### src/logic/aoc_pkg.sv
// Constants shared by the ADC gain and offset correction block
// Functional notes
// - Gain 0 to 3.5 dB, 0.5 dB steps
// - Codes scaled as full-scale range shrinks
// - Reset selects 0 dB gain
// - Loop estimates and removes offset up to 10 mV
// - Enabled loop updates and corrects every sample
// - Time constant 1M doubling to 2G, rest reserved
// - Time constant counted in sampling clocks; code counts accepted samples only
// - Hold freezes estimate, keeps applying it
// - Reset leaves correction disabled, samples untouched
// - Time constant field at control bits 5:2
package aoc_pkg;
  // ----------------------------------------
  // Sample path
  // ----------------------------------------
  localparam int DW = 12;
  localparam int FIFO_DEPTH = 8;
  localparam int ACC_W = 44;
  localparam int EST_W = 6;
  // About 10 mV of a 1.5 Vpp range over 4096 codes
  localparam logic signed [DW-1:0] OFS_LIMIT = 12'h01B;
  // ----------------------------------------
  // Register map
  // ----------------------------------------
  localparam int AW = 12;
  localparam logic [AW-1:0] CTRL_OFS = 12'h000;
  localparam logic [AW-1:0] STAT_OFS = 12'h004;
  localparam logic [AW-1:0] EST_OFS = 12'h008;
  localparam logic [AW-1:0] CNT_OFS = 12'h00C;
  localparam int EN_BIT = 0;
  localparam int HOLD_BIT = 1;
  localparam int TC_LSB = 2;
  localparam int TC_W = 4;
  localparam int GAIN_LSB = 6;
  localparam int GAIN_W = 3;
  localparam int CTRL_W = 9;
  localparam logic [CTRL_W-1:0] CTRL_RST = 9'h000;
  localparam int ST_SAT_BIT = 0;
  localparam int ST_CLIP_BIT = 1;
  localparam int ST_RSV_BIT = 2;
  // ----------------------------------------
  // Loop time constant: code 0 is 2^20 accepted samples
  // ----------------------------------------
  localparam logic [EST_W-1:0] TC_BASE_SHIFT = 6'h14;
  localparam logic [TC_W-1:0] TC_MAX_CODE = 4'hB;
  // Gain factors in Q2.14, 0.5 dB apart
  localparam int GF_W = 16;
  localparam int GF_FRAC = 14;
endpackage

### src/logic/aoc_fifo.sv
// Flip-flop FIFO with valid/ready on both sides
`timescale 1ns/1ps
module aoc_fifo #(
  parameter int W = 12,
  parameter int D = 8
) (
  input wire logic pclk, // clock
  input wire logic presetn, // async reset, low
  input wire logic [W-1:0] in_data, // write data
  input wire logic in_valid, // write request
  output logic in_ready, // room left
  output logic [W-1:0] out_data, // head word
  output logic out_valid, // not empty
  input wire logic out_ready, // reader takes head
  output logic [$clog2(D):0] level // words held
);
  localparam int PW = $clog2(D);
  logic [W-1:0] mem_r [D];
  logic [PW:0] wp_r;
  logic [PW:0] rp_r;
  logic push;
  logic pop;

  assign level = wp_r - rp_r;
  assign in_ready = (level != D[PW:0]);
  assign out_valid = (wp_r != rp_r);
  assign out_data = mem_r[rp_r[PW-1:0]];
  assign push = in_valid & in_ready;
  assign pop = out_valid & out_ready;

  always_ff @(posedge pclk or negedge presetn) begin
    if (!presetn) begin
      wp_r <= '0;
    end else if (push) begin
      wp_r <= wp_r + 1'b1;
    end
  end

  always_ff @(posedge pclk or negedge presetn) begin
    if (!presetn) begin
      rp_r <= '0;
    end else if (pop) begin
      rp_r <= rp_r + 1'b1;
    end
  end

  genvar i;
  generate
    for (i = 0; i < D; i++) begin : g_ent
      always_ff @(posedge pclk or negedge presetn) begin
        if (!presetn) begin
          mem_r[i] <= '0;
        end else if (push && wp_r[PW-1:0] == PW'(i)) begin
          mem_r[i] <= in_data;
        end
      end
    end
  endgenerate
endmodule

### src/logic/aoc_gain.sv
// Digital gain stage with saturation
`timescale 1ns/1ps
module aoc_gain (
  input wire logic signed [aoc_pkg::DW-1:0] din, // corrected sample
  input wire logic [aoc_pkg::GAIN_W-1:0] gain_sel, // 0.5 dB steps
  output logic signed [aoc_pkg::DW-1:0] dout, // scaled sample
  output logic sat // clipped this sample
);
  localparam int PW = aoc_pkg::DW + aoc_pkg::GF_W;
  logic signed [aoc_pkg::GF_W-1:0] gf;
  logic signed [PW-1:0] prod;
  logic signed [PW-1:0] scaled;
  logic signed [PW-1:0] maxv;
  logic signed [PW-1:0] minv;

  // Full scale falls 1.5 to 1 Vpp, so codes grow by the same ratio
  always_comb begin
    case (gain_sel)
      3'h0: gf = 16'h4000;
      3'h1: gf = 16'h43CB;
      3'h2: gf = 16'h47CF;
      3'h3: gf = 16'h4C10;
      3'h4: gf = 16'h5092;
      3'h5: gf = 16'h5558;
      3'h6: gf = 16'h5A67;
      3'h7: gf = 16'h5FC2;
      default: gf = 16'h4000;
    endcase
  end

  assign maxv = PW'(signed'({1'b0, {(aoc_pkg::DW-1){1'b1}}}));
  assign minv = -maxv - PW'(1);
  assign prod = PW'(din) * PW'(gf);
  assign scaled = prod >>> aoc_pkg::GF_FRAC;
  assign sat = (scaled > maxv) || (scaled < minv);
  assign dout = (scaled > maxv) ? maxv[aoc_pkg::DW-1:0] :
                (scaled < minv) ? minv[aoc_pkg::DW-1:0] :
                scaled[aoc_pkg::DW-1:0];
endmodule

### src/logic/aoc_top.sv
// ADC sample post-processing: offset loop, gain, output FIFO, APB regs
`timescale 1ns/1ps
module aoc_top (
  input wire logic pclk, // sampling clock
  input wire logic presetn, // async reset, low
  input wire logic psel, // APB select
  input wire logic penable, // APB access phase
  input wire logic pwrite, // APB write
  input wire logic [aoc_pkg::AW-1:0] paddr, // APB byte address
  input wire logic [31:0] pwdata, // APB write data
  output logic [31:0] prdata, // APB read data
  output logic pready, // APB ready
  output logic pslverr, // APB error, unmapped
  input wire logic [aoc_pkg::DW-1:0] sample_in, // raw twos complement
  input wire logic sample_valid, // raw sample present
  output logic sample_ready, // block takes sample
  output logic [aoc_pkg::DW-1:0] out_data, // corrected sample
  output logic out_valid, // FIFO not empty
  input wire logic out_ready // reader takes sample
);
  localparam int DW = aoc_pkg::DW;
  localparam int AC = aoc_pkg::ACC_W;
  localparam int LW = $clog2(aoc_pkg::FIFO_DEPTH) + 1;

  // ----------------------------------------
  // Control and status storage
  // ----------------------------------------
  logic [aoc_pkg::CTRL_W-1:0] ctrl_r;
  logic [2:0] stat_r;
  logic [2:0] stat_nxt;
  logic [31:0] cnt_r;
  logic [31:0] prdata_r;
  logic signed [AC-1:0] acc_r;
  logic signed [AC-1:0] acc_nxt;

  logic dc_correction_enable;
  logic correction_hold;
  logic [aoc_pkg::TC_W-1:0] loop_time_constant_select;
  logic [aoc_pkg::GAIN_W-1:0] gain_sel;

  assign dc_correction_enable = ctrl_r[aoc_pkg::EN_BIT];
  assign correction_hold = ctrl_r[aoc_pkg::HOLD_BIT];
  assign loop_time_constant_select =
    ctrl_r[aoc_pkg::TC_LSB +: aoc_pkg::TC_W];
  assign gain_sel = ctrl_r[aoc_pkg::GAIN_LSB +: aoc_pkg::GAIN_W];

  // ----------------------------------------
  // APB decode
  // ----------------------------------------
  logic setup_ph;
  logic acc_ph;
  logic wr_en;
  logic hit_ctrl;
  logic hit_stat;
  logic hit_est;
  logic hit_cnt;
  logic mapped;

  assign setup_ph = psel & ~penable;
  assign acc_ph = psel & penable;
  assign hit_ctrl = (paddr == aoc_pkg::CTRL_OFS);
  assign hit_stat = (paddr == aoc_pkg::STAT_OFS);
  assign hit_est = (paddr == aoc_pkg::EST_OFS);
  assign hit_cnt = (paddr == aoc_pkg::CNT_OFS);
  assign mapped = hit_ctrl | hit_stat | hit_est | hit_cnt;
  // Read data is captured in setup, so access never needs a wait state
  assign pready = acc_ph;
  assign pslverr = acc_ph & ~mapped;
  assign prdata = prdata_r;
  assign wr_en = acc_ph & pwrite & mapped;

  // ----------------------------------------
  // Control register
  // ----------------------------------------
  always_ff @(posedge pclk or negedge presetn) begin
    if (!presetn) begin
      ctrl_r <= aoc_pkg::CTRL_RST;
    end else if (wr_en && hit_ctrl) begin
      ctrl_r <= pwdata[aoc_pkg::CTRL_W-1:0];
    end
  end

  // ----------------------------------------
  // Loop time constant
  // ----------------------------------------
  logic [aoc_pkg::TC_W-1:0] tc_eff;
  logic [aoc_pkg::EST_W-1:0] shift;
  logic tc_reserved;

  // Reserved codes run at the slowest legal constant and are flagged
  assign tc_reserved = (loop_time_constant_select > aoc_pkg::TC_MAX_CODE);
  assign tc_eff = tc_reserved ? aoc_pkg::TC_MAX_CODE
                              : loop_time_constant_select;
  // One shift step per code doubles the constant; counted in accepted samples
  assign shift = aoc_pkg::TC_BASE_SHIFT +
                 aoc_pkg::EST_W'(tc_eff);

  // ----------------------------------------
  // Offset estimate
  // ----------------------------------------
  logic signed [AC-1:0] x_ext;
  logic signed [AC-1:0] est_full;
  logic signed [AC-1:0] lim_hi;
  logic signed [AC-1:0] lim_lo;
  logic signed [DW-1:0] est;
  logic est_clip;
  logic take;

  assign x_ext = AC'(signed'(sample_in));
  assign est_full = acc_r >>> shift;
  assign lim_hi = AC'(aoc_pkg::OFS_LIMIT);
  assign lim_lo = -lim_hi;
  // Beyond the correctable range the removal is capped, not wrapped
  assign est_clip = (est_full > lim_hi) || (est_full < lim_lo);
  always_comb begin
    if (est_full > lim_hi) begin
      est = aoc_pkg::OFS_LIMIT;
    end else if (est_full < lim_lo) begin
      est = -aoc_pkg::OFS_LIMIT;
    end else begin
      est = est_full[DW-1:0];
    end
  end

  // Leaky average: acc settles to offset times 2^shift
  always_comb begin
    acc_nxt = acc_r;
    if (!dc_correction_enable) begin
      acc_nxt = '0;
    end else if (take && !correction_hold) begin
      acc_nxt = acc_r + x_ext - est_full;
    end
  end

  // Hold keeps acc untouched, so release resumes from it
  always_ff @(posedge pclk or negedge presetn) begin
    if (!presetn) begin
      acc_r <= '0;
    end else begin
      acc_r <= acc_nxt;
    end
  end

  // ----------------------------------------
  // Sample path
  // ----------------------------------------
  logic signed [DW:0] diff;
  logic signed [DW-1:0] corr;
  logic signed [DW-1:0] gained;
  logic gain_sat;
  logic fifo_in_ready;
  logic [LW-1:0] fifo_level;

  assign diff = {sample_in[DW-1], sample_in} - {est[DW-1], est};
  always_comb begin
    if (!dc_correction_enable) begin
      corr = sample_in;
    end else if (diff[DW] != diff[DW-1]) begin
      corr = {diff[DW], {(DW-1){~diff[DW]}}};
    end else begin
      corr = diff[DW-1:0];
    end
  end

  aoc_gain u_gain (
    .din(corr),
    .gain_sel(gain_sel),
    .dout(gained),
    .sat(gain_sat)
  );

  // A full FIFO stalls the source, never drops a sample
  assign sample_ready = fifo_in_ready;
  assign take = sample_valid & fifo_in_ready;

  aoc_fifo #(
    .W(DW),
    .D(aoc_pkg::FIFO_DEPTH)
  ) u_fifo (
    .pclk(pclk),
    .presetn(presetn),
    .in_data(gained),
    .in_valid(sample_valid),
    .in_ready(fifo_in_ready),
    .out_data(out_data),
    .out_valid(out_valid),
    .out_ready(out_ready),
    .level(fifo_level)
  );

  // ----------------------------------------
  // Sticky status, write one to clear
  // ----------------------------------------
  logic [2:0] stat_evt;
  logic [2:0] stat_clr;

  assign stat_evt[aoc_pkg::ST_SAT_BIT] = take & gain_sat;
  assign stat_evt[aoc_pkg::ST_CLIP_BIT] =
    take & dc_correction_enable & est_clip;
  assign stat_evt[aoc_pkg::ST_RSV_BIT] = tc_reserved;
  assign stat_clr = (wr_en && hit_stat) ? pwdata[2:0] : 3'h0;
  // An event in the clearing cycle survives the clear
  assign stat_nxt = (stat_r & ~stat_clr) | stat_evt;

  always_ff @(posedge pclk or negedge presetn) begin
    if (!presetn) begin
      stat_r <= '0;
    end else begin
      stat_r <= stat_nxt;
    end
  end

  // ----------------------------------------
  // Accepted sample counter, write clears
  // ----------------------------------------
  always_ff @(posedge pclk or negedge presetn) begin
    if (!presetn) begin
      cnt_r <= '0;
    end else if (wr_en && hit_cnt) begin
      cnt_r <= {31'h0000_0000, take};
    end else if (take) begin
      cnt_r <= cnt_r + 32'h0000_0001;
    end
  end

  // ----------------------------------------
  // Read data, captured in setup phase
  // ----------------------------------------
  always_ff @(posedge pclk or negedge presetn) begin
    if (!presetn) begin
      prdata_r <= '0;
    end else if (setup_ph && !pwrite) begin
      prdata_r <= '0;
      if (hit_ctrl) begin
        prdata_r <= {23'h00_0000, ctrl_r};
      end else if (hit_stat) begin
        prdata_r <= {20'h0_0000, 4'(fifo_level), 5'h00, stat_r};
      end else if (hit_est) begin
        prdata_r <= 32'(est);
      end else if (hit_cnt) begin
        prdata_r <= cnt_r;
      end
    end
  end
endmodule

### config.mk
export PLATFORM = sky130hd
export DESIGN_NAME = aoc_top
export DESIGN_NICKNAME = d
export VERILOG_FILES = /design/src/logic/aoc_pkg.sv /design/src/logic/aoc_fifo.sv /design/src/logic/aoc_gain.sv /design/src/logic/aoc_top.sv
export SDC_FILE = /design/constraint.sdc
export NUM_CORES = 1
export LEC_CHECK = 0
export BUFFER_PORTS_ARGS = -buffer_cell sky130_fd_sc_hd__buf_2
export CORE_ASPECT_RATIO = 0.9
export CORE_MARGIN = 2
export CORE_UTILIZATION = 40
export CTS_BUF_LIST = sky130_fd_sc_hd__clkbuf_4
export DETAILED_ROUTE_END_ITERATION = 8
export PLACE_DENSITY = 0.58
export REMOVE_ABC_BUFFERS = 1
export SLEW_MARGIN = 30
export SYNTH_ARGS = -nofsm -noshare
export SYNTH_HDL_FRONTEND = slang
export SYNTH_SLANG_ARGS = --single-unit
### constraint.sdc
create_clock -name pclk -period 16.52 [get_ports pclk]
set_input_delay 1.652 -clock pclk [delete_from_list [all_inputs] [get_ports pclk]]
set_output_delay 1.652 -clock pclk [all_outputs]
set_load 0.1 [all_outputs]
==> results of run 1 <==
## synth_stat cells, types with 42 or more instances
| master | instances |
|---|---|
| inv_1 | 256 |
| o21ai_0 | 132 |
| mux2_2 | 65 |
| xnor2_1 | 51 |
| dfrtp_1 | 224 |
| nand2_1 | 369 |
| nor2_1 | 145 |
| nand3_1 | 44 |
| ha_1 | 154 |
| fa_1 | 164 |
| a21o_1 | 42 |
| a21oi_1 | 136 |
| clkbuf_1 | 87 |
## per-layer routing
layer	track usage, %	vias up	routed length (um)
met4	5.869	2	1128
li1	-	8294	-
met5	0	-	11
met2	33.25	481	26060
met1	30.12	8646	26160
met3	4.300	86	3651
## cells by family after synthesis
logic type	Yosys count	synth area share, %
simple gates	764	16.33
compound gates	502	15.15
buf+inv	369	6.744
fa+ha+maj	318	24.55
flops	224	26.41
mux	110	7.222
xor+xnor	87	3.590
## how the worst max path moves through the flow
stage               startpoint          endpoint  slack, ns  depth (start not counted)
finish               ctrl_r[2]  u_fifo.mem_r[34]       2.25                         45
global route         ctrl_r[2]  u_fifo.mem_r[89]       1.27                         45
CTS                  ctrl_r[2]  u_fifo.mem_r[34]       2.32                         45
detailed placement   ctrl_r[2]  u_fifo.mem_r[34]       2.34                         45
global placement     ctrl_r[2]  u_fifo.mem_r[29]       2.54                         45
floorplan            ctrl_r[4]  u_fifo.mem_r[14]       4.68                         44
## sequential cells by signal (all words and copies together), names as in the netlist
| name | cells |
|---|---|
| u_fifo.mem_r | 96 |
| acc_r | 44 |
| cnt_r | 32 |
| prdata | 32 |
| ctrl_r | 9 |
| u_fifo.rp_r | 4 |
| u_fifo.wp_r | 4 |
| stat_r | 3 |
## stage by stage
step           worst slack (ns)  instances  utilization (%)
3_3_place_gp              2.543       3075            42.28
6_report                  2.248       3197            44.05
5_1_grt                   1.270       3197            44.05
3_5_place_dp              2.343       3075            42.30
2_1_floorplan             4.681       2266                -
4_1_cts                   2.316       3195            43.97
## cell type report
cell class	count	area share, %
inverter	261	4.216
clock inverter	15	0.3877
multi-input combinational	1781	61.26
antenna	1	0.01077
timing repair buffer	113	2.843
clock buffer	105	3.392
tap	697	3.753
sequential	224	24.14
==> impl.org, run 1 <==
** Timing
- The clock period could shrink to ~14 ns.
- For the pin with the worst max-slew slack, the measured transition is 0.9708 ns.
- Between clock sinks in the finished design, the worst skew comes to 0.04121 ns.
- Summed over all failing endpoints, the final setup total negative slack is 0 ns.
- Final worst hold slack :: about 0.47 ns
- For this run, the top clock speed supported by timing is roughly 70 MHz.
- The worst pin sits at a relative slew slack of between 30% and 40%.
- Post-route fraction of the period consumed by the critical path :: a little under nine tenths
- Setup repair after global routing left no endpoint under its margin.
- The max-slew violation total from the final report was 0.
- Final Hold Viols :: 0
- Endpoints failing setup :: 0

** Global routing
- Entering global routing, the biggest net connects approximately 110 pins.
- Antenna violations before repair :: 2
- After global routing the overflow that remains totals 0.
- First-pass GRT wire length :: roughly 94 mm
- Number of global-route vias before repair :: 17,770
- For this run, the total global-route usage over all layers was measured as a little over a fifth.

** Clocking
- Counting the buffers created by CTS gives 68.
- Clock-pin slew was measured on the worst setup and hold paths at 0.06 ns.
- Root buffer selected by CTS :: clkbuf_4
- Count of buffers added by post-CTS timing repair for setup :: 0
- CTS built an H-tree with a depth of 3.
- Latest clock arrival within the worst-skew pair :: 0.76 ns
- CTS Sinks :: about 220
- Max clock buf depth :: 3
- Clock tree from TritonCTS :: built
- The number of gates resized after CTS was 0.
- Number of hold buffers added after CTS :: 0

** Synth
- Post-Synthesis Cells :: between 2,000 and 2,500
- The synthesized design contains 0 enable-type register cells.
- Syn avg cell area :: roughly 9 um2
- Synth Warn # :: 0
- The mapped netlist covers 21,220 um2.
- Count of distinct cell types in the synthesized netlist :: slightly below 80
- Of all flip-flops after synthesis, the portion carrying an async set or reset was 100.0%.
- Summed over its instances, the top area cell type makes up between 20% and 30% of the synthesized netlist area.
- Top flip-flop cell by instance count after synthesis :: dfrtp_1
- After synthesis the netlist holds a flip-flop and latch count of 224.
- Largest cells by area after synthesis :: dfrtp_1 26%, fa_1 15%, ha_1 9.1%
- Dominant cell type by area after synthesis :: dfrtp_1
- Sequential-to-total area share from yosys stat :: between 20% and 30%

** Run
- Number of maximum-capacitance violations :: 0

** Run status
- The flow ran to the end, and the final reports show no timing, DRC or antenna violations.

** Critical path
- Crit path max-delay family :: compound AO/OA/AOI/OAI gates
- Highest cell delay on the worst timing path :: between 0.8 and 0.9 ns
- For the worst flop-to-flop path, the logic depth is 45.
- The worst register-to-register path ends at u_fifo.mem_r[34].
- Data arrives at the worst endpoint at roughly 15 ns.
- The worst setup path is launched from a flip-flop.
- The startpoint identified for the worst register-to-register timing path is ctrl_r[2].
- Max stage delay cell, worst path :: a222oi_1
- Most numerous cell on the critical path :: fa_1
- In this run the register-to-register setup slack is about 2.2 ns.
- The worst setup path is captured at a flip-flop.
- In this run the worst path has a maximum fanout of 21.
- Crit path kind :: flip-flop to flip-flop
- The critical path contains buffers and inverters numbering 3 combined.
- STA puts the critical path data required time at between 15 and 20 ns.

** Floorplan
- The die covers approximately 55,000 um2.
- The floorplan step set the die height to around 220 um.
- Initial core utilization :: roughly two fifths
- Count of standard-cell rows :: 80
- For this design the top-level I/O count stands at 111.
- The core region is 52,750 um2.
- The die is 246.8 um wide.

** Placement
- After detailed placement, the total cell area comes to ~22,000 um2.
- Buffers added on ports :: just under 90
- The congestion estimate from routability-driven global placement came to 0.9352.
- The wire-length estimate of the detail-placed layout is approximately 42 mm.

** Layout
- Post-layout nets :: about 2,800
- Cells with a size suffix above 1 make up 13.97% of the layout.
- The multi-input combinational cells in the finished layout cover a total of between 10,000 and 15,000 um2.
- Across the whole layout, storage elements account for about 5600 um2.
- Filler cell count in the final layout :: about 5,200
- Leaving out fill and tap cells, the most frequent cell in the layout is nand2_1.
- In the layout the commonest cells are 369 x nand2_1, 255 x inv_1, 223 x dfrtp_1.
- Layout area overhead :: 9.498%
- Final design area excluding fillers :: around 23,000 um2

** Min path
- Number of cells on the worst hold path :: 1
- Hold Path Origin :: prdata[30]
- Worst Hold Endpoint :: prdata[30]
- Worst hold path class :: flip-flop to flip-flop

** Route
- The final layout contains routed wiring with a total length of between 50 and 60 mm.
- Count of antenna-violating nets left after detailed routing :: 0
- Iteration-0 DRC Markers :: 1,260
- The routed layout has 17,510 vias.
- In the final routed layout, each cell accounts on average for 17.83 um.
- Average via count per standard cell :: around 5.5
- The first TritonRoute pass finished after 8 iterations.
- Detailed-route DRC error count :: 0
Power of run 1 is left out: the tool's default activity adds up to more than one toggle a clock period on the data nets, which glitch-free logic cannot reach.
==> run 2: changes to the inputs <==
- ABC_AREA: default -> 1
- CORE_UTILIZATION: 40 -> 34
- PLACE_DENSITY: 0.58 -> 0.51
==> impl.org, run 2 <==
** Global routing
- Entering global routing, the biggest net connects 89 pins.
- Across every metal layer, demand over resource in global routing totals between 20% and 30%.
- The first global-routing pass estimated around 120 mm of wire.
- Antenna violations before repair :: 5
- Leftover overflow at the end of global routing :: 0
- The via count of the first global-routing pass is 20,930.

** Critical path
- The kind of cell with the highest combined delay along the critical path is simple AND/OR/NAND/NOR gates.
- Critical path capture point type :: flip-flop
- The worst setup path is of the flip-flop to flip-flop kind.
- Max stage delay cell, worst path :: dfrtp_1
- Origin of the critical flop-to-flop path :: ctrl_r[5]
- The critical path contains buffers and inverters numbering 4 combined.
- Crit path capture :: u_fifo.mem_r[13]
- Critical path startpoint :: ctrl_r[5]
- Most numerous cell on the critical path :: nand2_1
- Max Fanout on Critical Path :: 30
- Worst path depth :: 51
- R2r endpoint :: u_fifo.mem_r[13]
- Startpoint type of the worst setup path :: flip-flop
- For flop-to-flop paths, the worst setup slack is 3.77 ns.
- STA puts the critical path data required time at around 17 ns.
- Highest cell delay on the worst timing path :: approximately 0.77 ns
- Reg2reg path depth :: 51
- Endpoint arrival time on the critical path :: between 10 and 15 ns

** Timing
- Final Hold Viols :: 0
- Endpoints failing setup :: 0
- In this run the tightest slew margin relative to its limit is a little over a third.
- Worst slew pin tran :: about 0.95 ns
- Final min period :: about 13 ns
- Setup repair after global routing missed its margin :: no
- After layout, the worst path uses 77.17% of the clock period.
- The max-slew violation total from the final report is 0.
- Adding up every negative setup slack in the final design gives 0 ns.
- Top achievable clock speed :: 78.44 MHz
- Hold is met by 0.4705 ns.
- Clock Skew :: slightly below 0.1 ns

** Synth
- dfrtp_1 takes more of the synthesized area than any other cell.
- Number of synthesized flops with an enable pin :: 0
- Total of flip-flops plus latches after synthesis :: between 200 and 250
- Netlist Area Pre-Place :: ~22,000 um2
- Summed over its instances, the top area cell type makes up approximately a quarter of the synthesized netlist area.
- Syn avg cell area :: roughly 7.2 um2
- Synth Warn # :: 0
- In the synthesized netlist, the number of instances is 3,072.
- Largest cells by area after synthesis :: dfrtp_1 25%, fa_1 15%, nand2_1 13%
- Of the synthesized area, sequential elements account for between 20% and 30%.
- Share of async-settable or async-resettable flops after synthesis :: 100.0%
- Top flip-flop cell by instance count after synthesis :: dfrtp_1
- Yosys instantiated no cell more often than nand2_1.
- Count of distinct cell types in the synthesized netlist :: 50
- Commonest cells post-synth :: 774 x nand2_1, 460 x inv_1, 335 x nor2_1, 225 x o21ai_0, 224 x dfrtp_1

** Placement
- Routability-driven placement finished with a final weighted congestion of 0.9219.
- Buffers added on ports :: 87
- HPWL reported at the end of detailed placement :: about 56 mm

** Route
- Detailed routing placed a total of 31.11 mm of wire on met2.
- Signal routing reaches up to met5.
- Detailed-route DRC error count :: 0
- In this run, the number of DRC markers left after iteration 0 of detailed routing was 1,842.
- Summed over all layers, the routed wires come to about 74 mm.
- Average via count per standard cell :: approximately 5.2
- Detailed-route via count :: roughly 21,000
- Count of antenna-violating nets left after detailed routing :: 0
- The first detailed-routing pass ran for 7 iterations.
- Length of routed met3 wiring :: 5.503 mm
- Met1 WL :: about 36 mm
- In the final routed layout, each cell accounts on average for about 18 um.

** Floorplan
- The die covers between 60,000 and 70,000 um2.
- Initial core utilization :: 34.47%
- The floorplan has about 90 rows.
- Area inside the core boundary :: between 60,000 and 70,000 um2
- The die is between 200 and 250 um tall.
- For this design the top-level I/O count stands at 111.
- From left edge to right edge, the die measures approximately 270 um.

** Clocking
- The number of clock buffers added by TritonCTS is 71.
- Maximum level of the CTS H-tree :: 3
- Number of hold buffers added after CTS :: 0
- Clock input transition at the sequential cells of the worst setup and hold paths :: roughly 0.060 ns
- Count of buffers added by post-CTS timing repair for setup :: 0
- Resize count post-CTS :: 0
- Root buffer selected by CTS :: clkbuf_4
- CTS Sinks :: around 220
- Latest clock arrival within the worst-skew pair :: around 0.86 ns
- No sink is reached through more buffers than the 3 on the longest clock path.
- TritonCTS built the clock tree.

** Run
- The tool flagged a number of max-cap violations equal to 0.

** Layout
- The layout has approximately 7,000 filler cells.
- The register with the most flip-flops in the layout has 96 of them.
- Post-layout nets :: between 3,000 and 4,000
- In the final layout, the multi-input gates occupy around 14,000 um2.
- The area growth from synthesis to layout is 10.26%.
- Biggest regs :: u_fifo.mem_r x96, acc_r x44
- In the layout the commonest cells are 773 x nand2_1, 457 x inv_1, 335 x nor2_1.
- Fraction of final layout cells with drive strength greater than 1 :: between 8 and 9%
- Across the whole layout, storage elements account for about 5600 um2.
- Leaving out fill and tap cells, the most frequent cell in the layout is nand2_1.
- Ranked by flip-flop count, first place goes to u_fifo.mem_r.

** Min path
- The min-delay analysis places its worst path in the category flip-flop to flip-flop.

** Run status
- The run finished with clean final reports.
[run 2: worst min path at each step]
stage / cells past startpoint / start / end
finish: 2 / u_fifo.mem_r[48] / u_fifo.mem_r[48]
CTS: 2 / u_fifo.mem_r[48] / u_fifo.mem_r[48]
detailed placement: 2 / u_fifo.mem_r[80] / u_fifo.mem_r[80]
global route: 2 / u_fifo.mem_r[17] / u_fifo.mem_r[17]
global placement: 2 / u_fifo.mem_r[21] / u_fifo.mem_r[21]
floorplan: 2 / u_fifo.mem_r[17] / u_fifo.mem_r[17]
[run 2: per-layer routing]
layer / GRT usage [%] / vias to the layer above
met5: 0 / -
met4: 5.497 / 2
met3: 3.743 / 78
met2: 33.48 / 727
met1: 33.42 / 10250
li1: - / 10060
[run 2: stage by stage]
stage	utilization, %	worst slack [ns]	area (um2)	std cells
2_1_floorplan	-	4.321	21750	2984
3_3_place_gp	36.53	3.671	23490	3955
3_5_place_dp	36.54	3.741	23500	3955
4_1_cts	37.95	3.666	24400	4082
5_1_grt	38.01	2.698	24440	4084
6_report	38.01	3.772	24440	4085
[run 2: final cells by class]
cell class	instances	area share (%)
Multi-Input combinational cell	2287	58.87
Clock inverter	24	0.5580
Clock buffer	103	3.164
Sequential cell	224	22.94
Antenna cell	2	0.02048
Inverter	473	7.264
Tap cell	855	4.377
Timing Repair Buffer	117	2.810
[run 2: cell families (layout without fill, tap and decap cells)]
logic type / after synthesis / after routing / share of synthesized area, %
buffers and inverters: 561 / 717 / 9.889
AND/OR/NAND/NOR: 1417 / 1417 / 26.74
adder cells (fa/ha/maj): 318 / 318 / 23.50
other: 0 / 2 / 0
XOR/XNOR: 57 / 57 / 2.252
flip-flops: 224 / 224 / 25.29
AO/OA/AOI/OAI: 495 / 495 / 12.33
[run 2: worst register-to-register path: cells and delay by family (launching register included)]
| kind | cells | cell delay (ns) |
|---|---|---|
| AND/OR/NAND/NOR | 26 | 4.30 |
| adder cells (fa/ha/maj) | 8 | 3.61 |
| AO/OA/AOI/OAI | 11 | 2.98 |
| XOR/XNOR | 2 | 0.30 |
| flip-flops | 1 | 0.77 |
| buffers and inverters | 4 | 0.64 |
Power of run 2 is left out for the same reason.
